==> src/axis_sel_pkg.sv <==
// package: constants and types for axis selection and status display
package axis_sel_pkg;
    localparam int SW_W = 4;
    localparam int LED_W = 8;
    localparam int AXIS_W = 3;
    localparam int ALARM_W = 8;
    localparam logic [SW_W-1:0] SW_AXIS_LAST = 4'h6;
    localparam logic [SW_W-1:0] SW_UNUSED = 4'hF;
    // led codes shown on the two-digit display
    localparam logic [LED_W-1:0] unused_axis_display_code = 8'hAB;
    localparam logic [LED_W-1:0] LED_BLANK = 8'h00;
    localparam logic [LED_W-1:0] LED_CFG_ERR = 8'hEE;
    localparam logic [LED_W-1:0] LED_DIAG = 8'hAA;
    localparam logic [LED_W-1:0] LED_INIT = 8'hAC;
    localparam logic [LED_W-1:0] LED_READY_BASE = 8'hD0;
    // phase lengths in ns, cycles at 200 MHz
    localparam int CLK_PERIOD_NS = 5;
    localparam int DIAG_TIME_NS = 1000;
    localparam int INIT_TIME_NS = 1000;
    localparam int DIAG_CYCLES = (DIAG_TIME_NS + CLK_PERIOD_NS - 1) / CLK_PERIOD_NS;
    localparam int INIT_CYCLES = (INIT_TIME_NS + CLK_PERIOD_NS - 1) / CLK_PERIOD_NS;
    localparam int CNT_W = 16;
    typedef enum logic [2:0]
    {
        ST_CAPTURE = 3'b000,
        ST_WAIT_PWR = 3'b001,
        ST_DIAG = 3'b011,
        ST_INIT = 3'b010,
        ST_READY = 3'b110,
        ST_UNUSED = 3'b111,
        ST_CFG_ERR = 3'b101
    } state_t;
endpackage : axis_sel_pkg

==> src/axis_select_and_status_display.sv <==
// module: power-on axis selection and front-panel status sequencing
// ======================================================================
// Overview of operation
// - capture switch once at power-up only
// - values 0-6 give axes 1-7; 7-E unusable
// - value F: axis unused, never controlled
// - unused axis holds fixed code on display
// - both powers on: diagnose then initialise automatically
// - display steps through progress indications
// - alarm replaces progress with alarm number
`timescale 1ns/1ps
`default_nettype none
module axis_select_and_status_display
#(
    parameter int DIAG_LEN = axis_sel_pkg::DIAG_CYCLES,
    parameter int INIT_LEN = axis_sel_pkg::INIT_CYCLES
)
(
    // clock and reset (srst models amplifier power-on)
    input wire logic clk,
    input wire logic srst,
    // operator and system inputs
    input wire logic [axis_sel_pkg::SW_W-1:0] rotary_sw,
    input wire logic ctrl_pwr_on,
    input wire logic alarm_act,
    input wire logic [axis_sel_pkg::ALARM_W-1:0] alarm_num,
    // status outputs
    output logic [axis_sel_pkg::AXIS_W-1:0] axis_idx_r,
    output logic axis_valid_r,
    output logic axis_unused_r,
    output logic cfg_err_r,
    output logic control_en_r,
    output logic ready_r,
    output logic [axis_sel_pkg::LED_W-1:0] led_code_r
);
    import axis_sel_pkg::*;

    // ==================================================================
    // sequencer
    state_t state_r;
    state_t state_nxt;
    logic [CNT_W-1:0] cnt_r;
    logic [SW_W-1:0] sw_cap_r;
    logic [LED_W-1:0] code_nxt;
    localparam logic [CNT_W-1:0] DIAG_LAST = CNT_W'(DIAG_LEN - 1);
    localparam logic [CNT_W-1:0] INIT_LAST = CNT_W'(INIT_LEN - 1);

    always_comb
    begin
        state_nxt = state_r;
        case (state_r)
            ST_CAPTURE:
            begin
                if (sw_cap_r == SW_UNUSED)
                    state_nxt = ST_UNUSED;
                else if (sw_cap_r > SW_AXIS_LAST)
                    state_nxt = ST_CFG_ERR;
                else
                    state_nxt = ST_WAIT_PWR;
            end
            ST_WAIT_PWR: if (ctrl_pwr_on) state_nxt = ST_DIAG;
            ST_DIAG: if (cnt_r == DIAG_LAST) state_nxt = ST_INIT;
            ST_INIT: if (cnt_r == INIT_LAST) state_nxt = ST_READY;
            ST_READY, ST_UNUSED, ST_CFG_ERR: state_nxt = state_r;
            default: state_nxt = ST_CAPTURE;
        endcase
    end

    always_ff @(posedge clk)
    begin
        if (srst)
            state_r <= ST_CAPTURE;
        else
            state_r <= state_nxt;
    end

    always_ff @(posedge clk)
    begin
        if (srst || state_nxt != state_r)
            cnt_r <= '0;
        else
            cnt_r <= cnt_r + 1'b1;
    end

    // ==================================================================
    // switch capture: sampled while in power-up reset, then frozen
    always_ff @(posedge clk)
    begin
        if (srst)
            sw_cap_r <= rotary_sw;
    end

    // ==================================================================
    // decoded configuration
    always_ff @(posedge clk)
    begin
        if (srst)
        begin
            axis_idx_r <= '0;
            axis_valid_r <= 1'b0;
            axis_unused_r <= 1'b0;
            cfg_err_r <= 1'b0;
        end
        else if (state_r == ST_CAPTURE)
        begin
            // an unusable or unused setting adopts no axis number
            axis_idx_r <= (sw_cap_r <= SW_AXIS_LAST) ? sw_cap_r[AXIS_W-1:0] : '0;
            axis_valid_r <= sw_cap_r <= SW_AXIS_LAST;
            axis_unused_r <= sw_cap_r == SW_UNUSED;
            cfg_err_r <= sw_cap_r > SW_AXIS_LAST && sw_cap_r != SW_UNUSED;
        end
    end

    // ==================================================================
    // control enables
    always_ff @(posedge clk)
    begin
        if (srst)
        begin
            control_en_r <= 1'b0;
            ready_r <= 1'b0;
        end
        else
        begin
            control_en_r <= state_nxt == ST_READY && !alarm_act;
            ready_r <= state_nxt == ST_READY;
        end
    end

    // ==================================================================
    // display
    led_code_mux u_led
    (
        .state(state_nxt),
        .axis_idx(sw_cap_r[AXIS_W-1:0]),
        .alarm_act(alarm_act),
        .alarm_num(alarm_num),
        .code(code_nxt)
    );

    always_ff @(posedge clk)
    begin
        if (srst)
            led_code_r <= LED_BLANK;
        else
            led_code_r <= code_nxt;
    end

    // ==================================================================
    // checks
    logic past_valid_r;
    always_ff @(posedge clk)
    begin
        if (srst)
            past_valid_r <= 1'b0;
        else
            past_valid_r <= 1'b1;
    end

    property p_sw_frozen;
        @(posedge clk) disable iff (srst) past_valid_r |-> $stable(sw_cap_r);
    endproperty
    a_sw_frozen: assert property (p_sw_frozen)
        else $error("captured switch changed after power-up");

    property p_axis_decode;
        @(posedge clk) disable iff (srst)
            (state_r == ST_WAIT_PWR) |-> axis_valid_r && axis_idx_r == sw_cap_r[AXIS_W-1:0];
    endproperty
    a_axis_decode: assert property (p_axis_decode)
        else $error("axis decode mismatch");

    property p_unused_no_ctrl;
        @(posedge clk) disable iff (srst) axis_unused_r |-> !control_en_r && !ready_r;
    endproperty
    a_unused_no_ctrl: assert property (p_unused_no_ctrl)
        else $error("unused axis is controlled");

    property p_unused_code;
        @(posedge clk) disable iff (srst)
            (state_r == ST_UNUSED) |=> led_code_r == unused_axis_display_code;
    endproperty
    a_unused_code: assert property (p_unused_code)
        else $error("unused code not shown");

    property p_diag_start;
        @(posedge clk) disable iff (srst)
            (state_r == ST_WAIT_PWR && ctrl_pwr_on)
            |=> (state_r == ST_DIAG) ##1 (led_code_r == LED_DIAG || $past(alarm_act));
    endproperty
    a_diag_start: assert property (p_diag_start)
        else $error("diagnosis did not start");

    property p_progress;
        @(posedge clk) disable iff (srst)
            $rose(state_r == ST_INIT) |-> $past(state_r) == ST_DIAG;
    endproperty
    a_progress: assert property (p_progress)
        else $error("initialisation without diagnosis");

    property p_alarm_show;
        @(posedge clk) disable iff (srst)
            (alarm_act && (state_nxt == ST_DIAG || state_nxt == ST_INIT || state_nxt == ST_READY))
            |=> led_code_r == $past(alarm_num);
    endproperty
    a_alarm_show: assert property (p_alarm_show)
        else $error("alarm number not shown");

    property p_cfg_err;
        @(posedge clk) disable iff (srst)
            cfg_err_r |-> !axis_valid_r && !control_en_r && axis_idx_r == '0;
    endproperty
    a_cfg_err: assert property (p_cfg_err)
        else $error("unusable setting adopted");

    c_ready: cover property (@(posedge clk) disable iff (srst) $rose(ready_r));
    c_unused: cover property (@(posedge clk) disable iff (srst) $rose(axis_unused_r));
    c_cfg_err: cover property (@(posedge clk) disable iff (srst) $rose(cfg_err_r));
    c_alarm: cover property (@(posedge clk) disable iff (srst) ready_r && alarm_act);
endmodule : axis_select_and_status_display
`default_nettype wire

==> src/led_code_mux.sv <==
// module: selects the code shown on the front-panel display
`timescale 1ns/1ps
`default_nettype none
module led_code_mux
(
    // inputs
    input wire axis_sel_pkg::state_t state,
    input wire logic [axis_sel_pkg::AXIS_W-1:0] axis_idx,
    input wire logic alarm_act,
    input wire logic [axis_sel_pkg::ALARM_W-1:0] alarm_num,
    // output
    output logic [axis_sel_pkg::LED_W-1:0] code
);
    import axis_sel_pkg::*;
    always_comb
    begin
        case (state)
            ST_UNUSED: code = unused_axis_display_code;
            ST_CFG_ERR: code = LED_CFG_ERR;
            ST_CAPTURE, ST_WAIT_PWR: code = LED_BLANK;
            default:
            begin
                if (alarm_act)
                    code = alarm_num;
                else if (state == ST_DIAG)
                    code = LED_DIAG;
                else if (state == ST_INIT)
                    code = LED_INIT;
                else
                    code = LED_READY_BASE | {{(LED_W-AXIS_W){1'b0}}, axis_idx};
            end
        endcase
    end
endmodule : led_code_mux
`default_nettype wire

==> config.mk <==
export PLATFORM = sky130hd
export DESIGN_NAME = axis_select_and_status_display
export DESIGN_NICKNAME = d
export VERILOG_FILES = /design/src/axis_sel_pkg.sv /design/src/axis_select_and_status_display.sv /design/src/led_code_mux.sv
export SDC_FILE = /design/constraint.sdc
export NUM_CORES = 1
export LEC_CHECK = 0
export ABC_CLOCK_PERIOD_IN_PS = 2400
export BUFFER_PORTS_ARGS = -buffer_cell sky130_fd_sc_hd__buf_2
export CELL_PAD_IN_SITES_DETAIL_PLACEMENT = 1
export CELL_PAD_IN_SITES_GLOBAL_PLACEMENT = 1
export CORE_AREA = 2 2 89 57
export CTS_CLUSTER_DIAMETER = 150
export DETAILED_ROUTE_END_ITERATION = 16
export DIE_AREA = 0 0 91 59
export GPL_ROUTABILITY_DRIVEN = 0
export PLACE_DENSITY = 0.77
export SETUP_SLACK_MARGIN = 0.2
export SYNTH_ARGS = -nofsm -noshare
export SYNTH_HDL_FRONTEND = slang
export SYNTH_SLANG_ARGS = --single-unit
==> constraint.sdc <==
create_clock -name clk -period 2.4 [get_ports clk]
set_input_delay 0.12 -clock clk [delete_from_list [all_inputs] [get_ports clk]]
set_output_delay 0.12 -clock clk [all_outputs]
set_load 0.01 [all_outputs]
# [Word-level counts from Yosys, hierarchy flattened]
# Cells that the tools add are included.
[word_totals] latch_bits=0 inputBits=16 register_bits=39 ram_bits=0 romBits=0 elab_cells=48 output_inout_bits=16 memories=0
[op_classes] n_lt_le_gt_ge=2 n_eq_ne=16 n_div=0 n_reduce_logical=8 bitwise=0 n_addsub=1 n_mux=11 shift=0 multipliers=0
[op_table] cell="one-hot mux 8 bit (3 select lines)" n=1
[op_table] cell="equality test 3 bit (second input constant)" n=6
[op_table] cell="two-way mux 3 bit" n=6
[op_table] cell="adder 16 x 1 -> 16 bit (second input constant)" n=1
[op_table] cell="equality test 16 x 8 -> 1 bit (second input constant)" n=1
[op_table] cell="two-way mux 8 bit" n=2
[op_table] cell="one-hot mux 3 bit (5 select lines)" n=1
[op_table] cell="equality test 3 x 2 -> 1 bit (second input constant)" n=4
[op_table] cell="two-way mux 7 bit" n=1
[op_table] cell="equality test 3 x 1 -> 1 bit (second input constant)" n=2
[op_table] cell="logical NOT 3 bit" n=2
[op_table] cell="equality test 4 bit (second input constant)" n=1
[op_table] cell="> comparator 4 x 3 -> 1 bit (second input constant)" n=1
[op_table] cell="less-or-equal comparator 4 x 3 -> 1 bit (second input constant)" n=1
[op_table] cell="inequality test 4 bit (second input constant)" n=1
[op_table] cell="inequality test 3 bit" n=1
[op_table] cell="OR reduction 3 bit" n=1
[op_table] cell="logical AND 1 bit" n=2
[op_table] cell="OR reduction 2 bit" n=1
[op_table] cell="logical NOT 1 bit" n=1
[op_table] cell="logical OR 1 bit" n=1

# [Logic depth before layout (Yosys ltp)]
[depth] ltp_word=9 ltp_mapped=7 mapped_depth_nobuf=6

# [Modules after synthesis]
# Synthesis repeated with hierarchy kept, for this count alone.
[unflattened] cells_unflattened=195 hier_area_um2=1785.5
[modules_own_cells] module="axis_select_and_status_display" seq_area_each_um2=820.8 area_per_inst_um2=1547.7 cells_each=159 instances=1
[modules_own_cells] module="led_code_mux" seq_area_each_um2=0.0 area_per_inst_um2=237.7 cells_each=36 instances=1

# [Worst setup path after synthesis]
# OpenSTA, ideal clock, no wires.
[synth_timing] kind="flip-flop to flip-flop" start="register cnt_r[0]" end="register cnt_r[12]" setup_time_ps=115 stages_incl_launch_ff=8 synth_period_minus_slack_ps=1708 path_buffers=1 arrival_time_ps=1593 t_required_ps=2285 path_slack_ps=692 cell_sequence="dfxtp_1 -> ha_1 -> nor4b_2 -> and4_4 -> mux2i_2 -> o221ai_4 -> buf_4 -> nor2_1"
[synth_between] elab_chain_len=5 elab_cells_between_ends=7 cone_classes="1 x add/sub; 2 x eq/ne; 3 x mux; 1 x reduce/logical"
[synth_rtl] element="from (decl)" line_no="axis_select_and_status_display.sv:42" rtl="logic [CNT_W-1:0] cnt_r;"
[synth_rtl] element="from (signal assigned)" line_no="axis_select_and_status_display.sv:82" rtl="cnt_r <= cnt_r + 1'b1;"
[synth_rtl] element="equality test 16 x 8 -> 1 bit" line_no="axis_select_and_status_display.sv:62, axis_select_and_status_display.sv:63"
[synth_rtl] element="two-way mux 3 bit, on equally long branches" line_no="axis_select_and_status_display.sv:63, axis_select_and_status_display.sv:62"
[synth_rtl] element="one-hot mux 3 bit (5 select lines)" line_no="axis_select_and_status_display.sv:51" rtl="case (state_r)"
[synth_rtl] element="inequality test 3 bit" line_no="axis_select_and_status_display.sv:79" rtl="if (srst || state_nxt != state_r)"
[synth_rtl] element="logical OR 1 bit" line_no="axis_select_and_status_display.sv:79"
# Several ways; a longest one is shown, not always the timed one.
# A chain may end at the register's enable or synchronous reset.

# [Final worst setup path]
[layout_timing] start="register state_r[1]" end="register led_code_r[6] (netlist bit)"
[layout_between] elab_chain_len=8 elab_cells_between_ends=23 cone_classes="11 x eq/ne; 8 x mux; 4 x reduce/logical"
[layout_rtl] element="from (decl)" line_no="axis_select_and_status_display.sv:40" rtl="state_t state_r;"
[layout_rtl] element="from (signal assigned)" line_no="axis_select_and_status_display.sv:74" rtl="state_r <= state_nxt;"
[layout_rtl] element="equality test 3 bit" line_no="axis_select_and_status_display.sv:51"
[layout_rtl] element="OR reduction 3 bit" line_no="axis_select_and_status_display.sv:51"
[layout_rtl] element="one-hot mux 3 bit (5 select lines) (*)" line_no="axis_select_and_status_display.sv:51"
[layout_rtl] element="equality test 3 x 2 -> 1 bit" line_no="led_code_mux.sv:27" rtl="else if (state == ST_INIT)"
[layout_rtl] element="two-way mux 7 bit" line_no="led_code_mux.sv:27"
[layout_rtl] element="two-way mux 8 bit" line_no="led_code_mux.sv:25" rtl="else if (state == ST_DIAG)"
[layout_rtl] element="two-way mux 8 bit" line_no="led_code_mux.sv:23" rtl="if (alarm_act)"
[layout_rtl] element="one-hot mux 8 bit (3 select lines) (*)" line_no="led_code_mux.sv:17" rtl="case (state)"
[layout_rtl] element="to (signal assigned)" line_no="axis_select_and_status_display.sv:146" rtl="led_code_r <= code_nxt;"
[layout_rtl] element="to (decl)" line_no="axis_select_and_status_display.sv:34" rtl="output logic [axis_sel_pkg::LED_W-1:0] led_code_r"
# Every way passes the cells marked *; elsewhere a longest branch is shown, timed or not.

==> impl_metrics.sql <==
INSERT INTO impl_metrics (metric_group, metric, value, unit) VALUES
('run_status', 'run_status', 'completed', ''),
('global_routing', 'grt_pass1_vias', '1401', ''),
('worst_setup_path', 'crit-reg2reg-capture', 'led_code_r[6]', ''),
('worst_setup_path', 'critPathLaunchType', 'flip-flop', ''),
('worst_setup_path', 'timing.setup.critical_path_class', 'flip-flop to flip-flop', ''),
('global_routing', 'grt_antenna_before_repair', '0', ''),
('global_routing', 'track_usage', '17.5', '%'),
('clock_tree', 'numCtsBuffers', '5', ''),
('worst_setup_path', 'end_kind', 'flip-flop', ''),
('power_and_ir_drop', 'power.ir.vdd_worst', '0.000353', 'V'),
('clock_tree', 'post_cts_buffers', '0', ''),
('yosys', 'post_synth.cell_area_avg', '9.47', 'um2'),
('die', 'placement_rows', '19', ''),
('die', 'floorplan.die.height', '59', 'um'),
('final_layout', 'fin_nets', '241', ''),
('sta', 'fin_skew', '3.66', 'ps'),
('final_layout', 'syn2layout_area_growth', '19.9', '%'),
('final_layout', 'layout_common_cells', 'dfxtp_1 (34), buf_2 (31), nor2_1 (26)', ''),
('flow_run', 'max-cap-violations', '0', ''),
('power_and_ir_drop', 'power_density', '705', 'nW/um2'),
('worst_setup_path', 'cp_data_arrival_time', '2200', 'ps'),
('detailed_routing', 'antenna_violating_nets_post_route', '0', ''),
('detailed_routing', 'initialDrtViolationCount', '76', ''),
('global_routing', 'grtUsageMet2', '23.4', '%'),
('global_routing', 'grt_remaining_overflow', '0', ''),
('clock_tree', 'cts_tree', 'built', ''),
('die', 'dieArea', '5370', 'um2'),
('yosys', 'synth_register_bits', '39', ''),
('placed_design', 'post-dp-hpwl', '3.26', 'mm'),
('final_layout', 'final_util', '48.0', '%'),
('sta', 'final_period_minus_worst_setup_slack', '2010', 'ps'),
('global_routing', 'grtUsageMet3', '4.83', '%'),
('hold_path', 'hp-start', 'alarm_num[4]', ''),
('detailed_routing', 'avgViaCountPerCell', '5.12', ''),
('global_routing', 'globalRouteMet1Util', '26.9', '%'),
('global_routing', 'grt_max_degree', '24', ''),
('clock_tree', 'clk_latency', '290', 'ps'),
('yosys', 'syn_nets', '206', ''),
('sta', 'worstMarginPinSlew', '568', 'ps'),
('die', 'die_span_x', '91', 'um'),
('sta', 'timing.final.ws_setup', '385', 'ps'),
('sta', 'setup_tns', '0', 'ps'),
('sta', 'final-setup-viol-count', '0', ''),
('clock_tree', 'cts.sink_count', '39', ''),
('yosys', 'ys_top_cells_by_area', 'dfxtp_1 (39%), edfxtp_1 (6.7%), nor2_1 (5.5%)', ''),
('sta', 'report.final.hold_viol_count', '0', ''),
('final_layout', 'num_antenna_cells', '0', ''),
('final_layout', 'post_route_cells_drive_above_1_share', '24.0', '%'),
('die', 'start_util', '40.1', '%'),
('worst_setup_path', 'crit_path_max_fanout', '13', ''),
('final_layout', 'final_common_cell', 'dfxtp_1', ''),
('yosys', 'synth_top_area_share', '39.1', '%'),
('worst_setup_path', 'r2r.worst_path.cells', '5', ''),
('hold_path', 'hold_path_end', 'led_code_r[4]', ''),
('power_and_ir_drop', 'leakage_power_summed_over_all_cells', '0.840', 'nW'),
('detailed_routing', 'num_vias', '1475', ''),
('yosys', 'synthesis.instances', '189', ''),
('yosys', 'yosysWarnings', '0', ''),
('sta', 'fmaxAchievable', '496', 'MHz'),
('sta', 'max-slew-margin-rel', '62.1', '%'),
('clock_tree', 'clock_path_buffers', '2', ''),
('detailed_routing', 'finalWirelength', '4.41', 'mm'),
('yosys', 'yosysSeqAreaShare', '45.8', '%'),
('global_routing', 'top_usage_layer', 'met1', ''),
('hold_path', 'timing.hold.worst_path_depth', '2', ''),
('detailed_routing', 'drt_drc_violations_left', '0', ''),
('placed_design', 'place_worst_setup_slack', '340', 'ps'),
('worst_setup_path', 'r2r_slack', '390', 'ps'),
('detailed_routing', 'detail_route.wl_per_cell', '15.3', 'um'),
('clock_tree', 'clock-root-buffer', 'clkbuf_8', ''),
('clock_tree', 'htreeDepth', '2', '');
==> final cells by class <==
cell class | instances | area (um2)
Multi-Input combinational cell | 135 | 901
Clock buffer | 7 | 108
Tap cell | 63 | 78.8
Inverter | 6 | 22.5
Fill cell | 551 | 2320
Sequential cell | 39 | 822
Clock inverter | 1 | 5.00
Timing Repair Buffer | 37 | 210
==> routing by layer <==
| layer | vias up | part of all wire (%) |
|---|---|---|
| met5 | - | 0 |
| met4 | 0 | 0.27 |
| met3 | 2 | 5.6 |
| met2 | 35 | 40 |
| met1 | 696 | 54 |
| li1 | 742 | - |
==> cell usage after synthesis, drive strengths merged <==
library cell	n
a211o	1
a21oi	7
a31o	3
nand4	6
nor3b	1
a22oi	1
nand3	10
o211a	1
inv	6
edfxtp	4
o221ai	1
a211oi	2
and4	3
a311oi	5
xnor2	9
nor2	26
or2	1
nor3	6
and3b	1
a2bb2oi	2
nor4	1
or3	1
nand2	15
buf	6
dfxtp	35
a31oi	1
o21ai	6
xor2	7
and3	3
ha	1
nand2b	1
and4b	1
o21a	1
mux2i	1
and2	4
mux2	1
clkbuf	3
nor2b	1
o211ai	1
nor4b	3
==> through the flow <==
step                      instance area [um2]  cells  hold slack [ps]  total power [mW]
final                                    2150    288             53.0              1.51
after global routing                     2150    288             54.1              1.60
after CTS                                2140    287             13.8              1.53
after detailed placement                 1990    276              300              1.00
after global placement                   1990    276              297             0.992
after floorplan                          1790    189              219             0.919
==> sequential cells by signal (all words and copies together) (netlist names) <==
signal,count
axis_idx_r,3
axis_unused_r,1
axis_valid_r,1
cfg_err_r,1
cnt_r,16
control_en_r,1
led_code_r,8
ready_r,1
state_r,3
sw_cap_r,4
==> logic make-up (layout without fill, tap and decap cells) <==
group,after synthesis,after routing,synth area share (%)
simple gates,84,84,25.0
flops,39,39,45.8
compound gates,32,32,15.4
xor+xnor,16,16,7.83
buf+inv,15,51,3.84
mux,2,2,1.40
fa+ha+maj,1,1,0.699
==> report_power, final <==
group	switching, mW	internal [mW]	leakage [nW]
Clock	0.230	0.295	0.0594
Combinational	0.137	0.114	0.456
Sequential	0.0403	0.699	0.324
==> critical path: stages (launching register included) <==
cell     delay, ps
dfxtp_1        690
nor4b_1        360
nand4_1        170
o21ai_2        300
nor4b_1        100
a211o_1        290
==> worst max-delay path by stage <==
stage / from / end / slack, ps / cells after the start
after floorplan: cnt_r[0] / cnt_r[12] / 690 / 7
after global placement: state_r[0] / led_code_r[5] / 380 / 5
after detailed placement: state_r[0] / led_code_r[3] / 340 / 5
after CTS: state_r[0] / led_code_r[5] / 320 / 5
after global routing: state_r[1] / led_code_r[6] / 240 / 5
final: state_r[1] / led_code_r[6] / 390 / 5
==> repair_timing <==
action,in CTS,in global routing
resized for setup,0,1
hold buffers,3,1
hold endpoints to repair,3,1
setup endpoints to repair,0,1
Note: power is estimated with default switching activity, not from simulation.
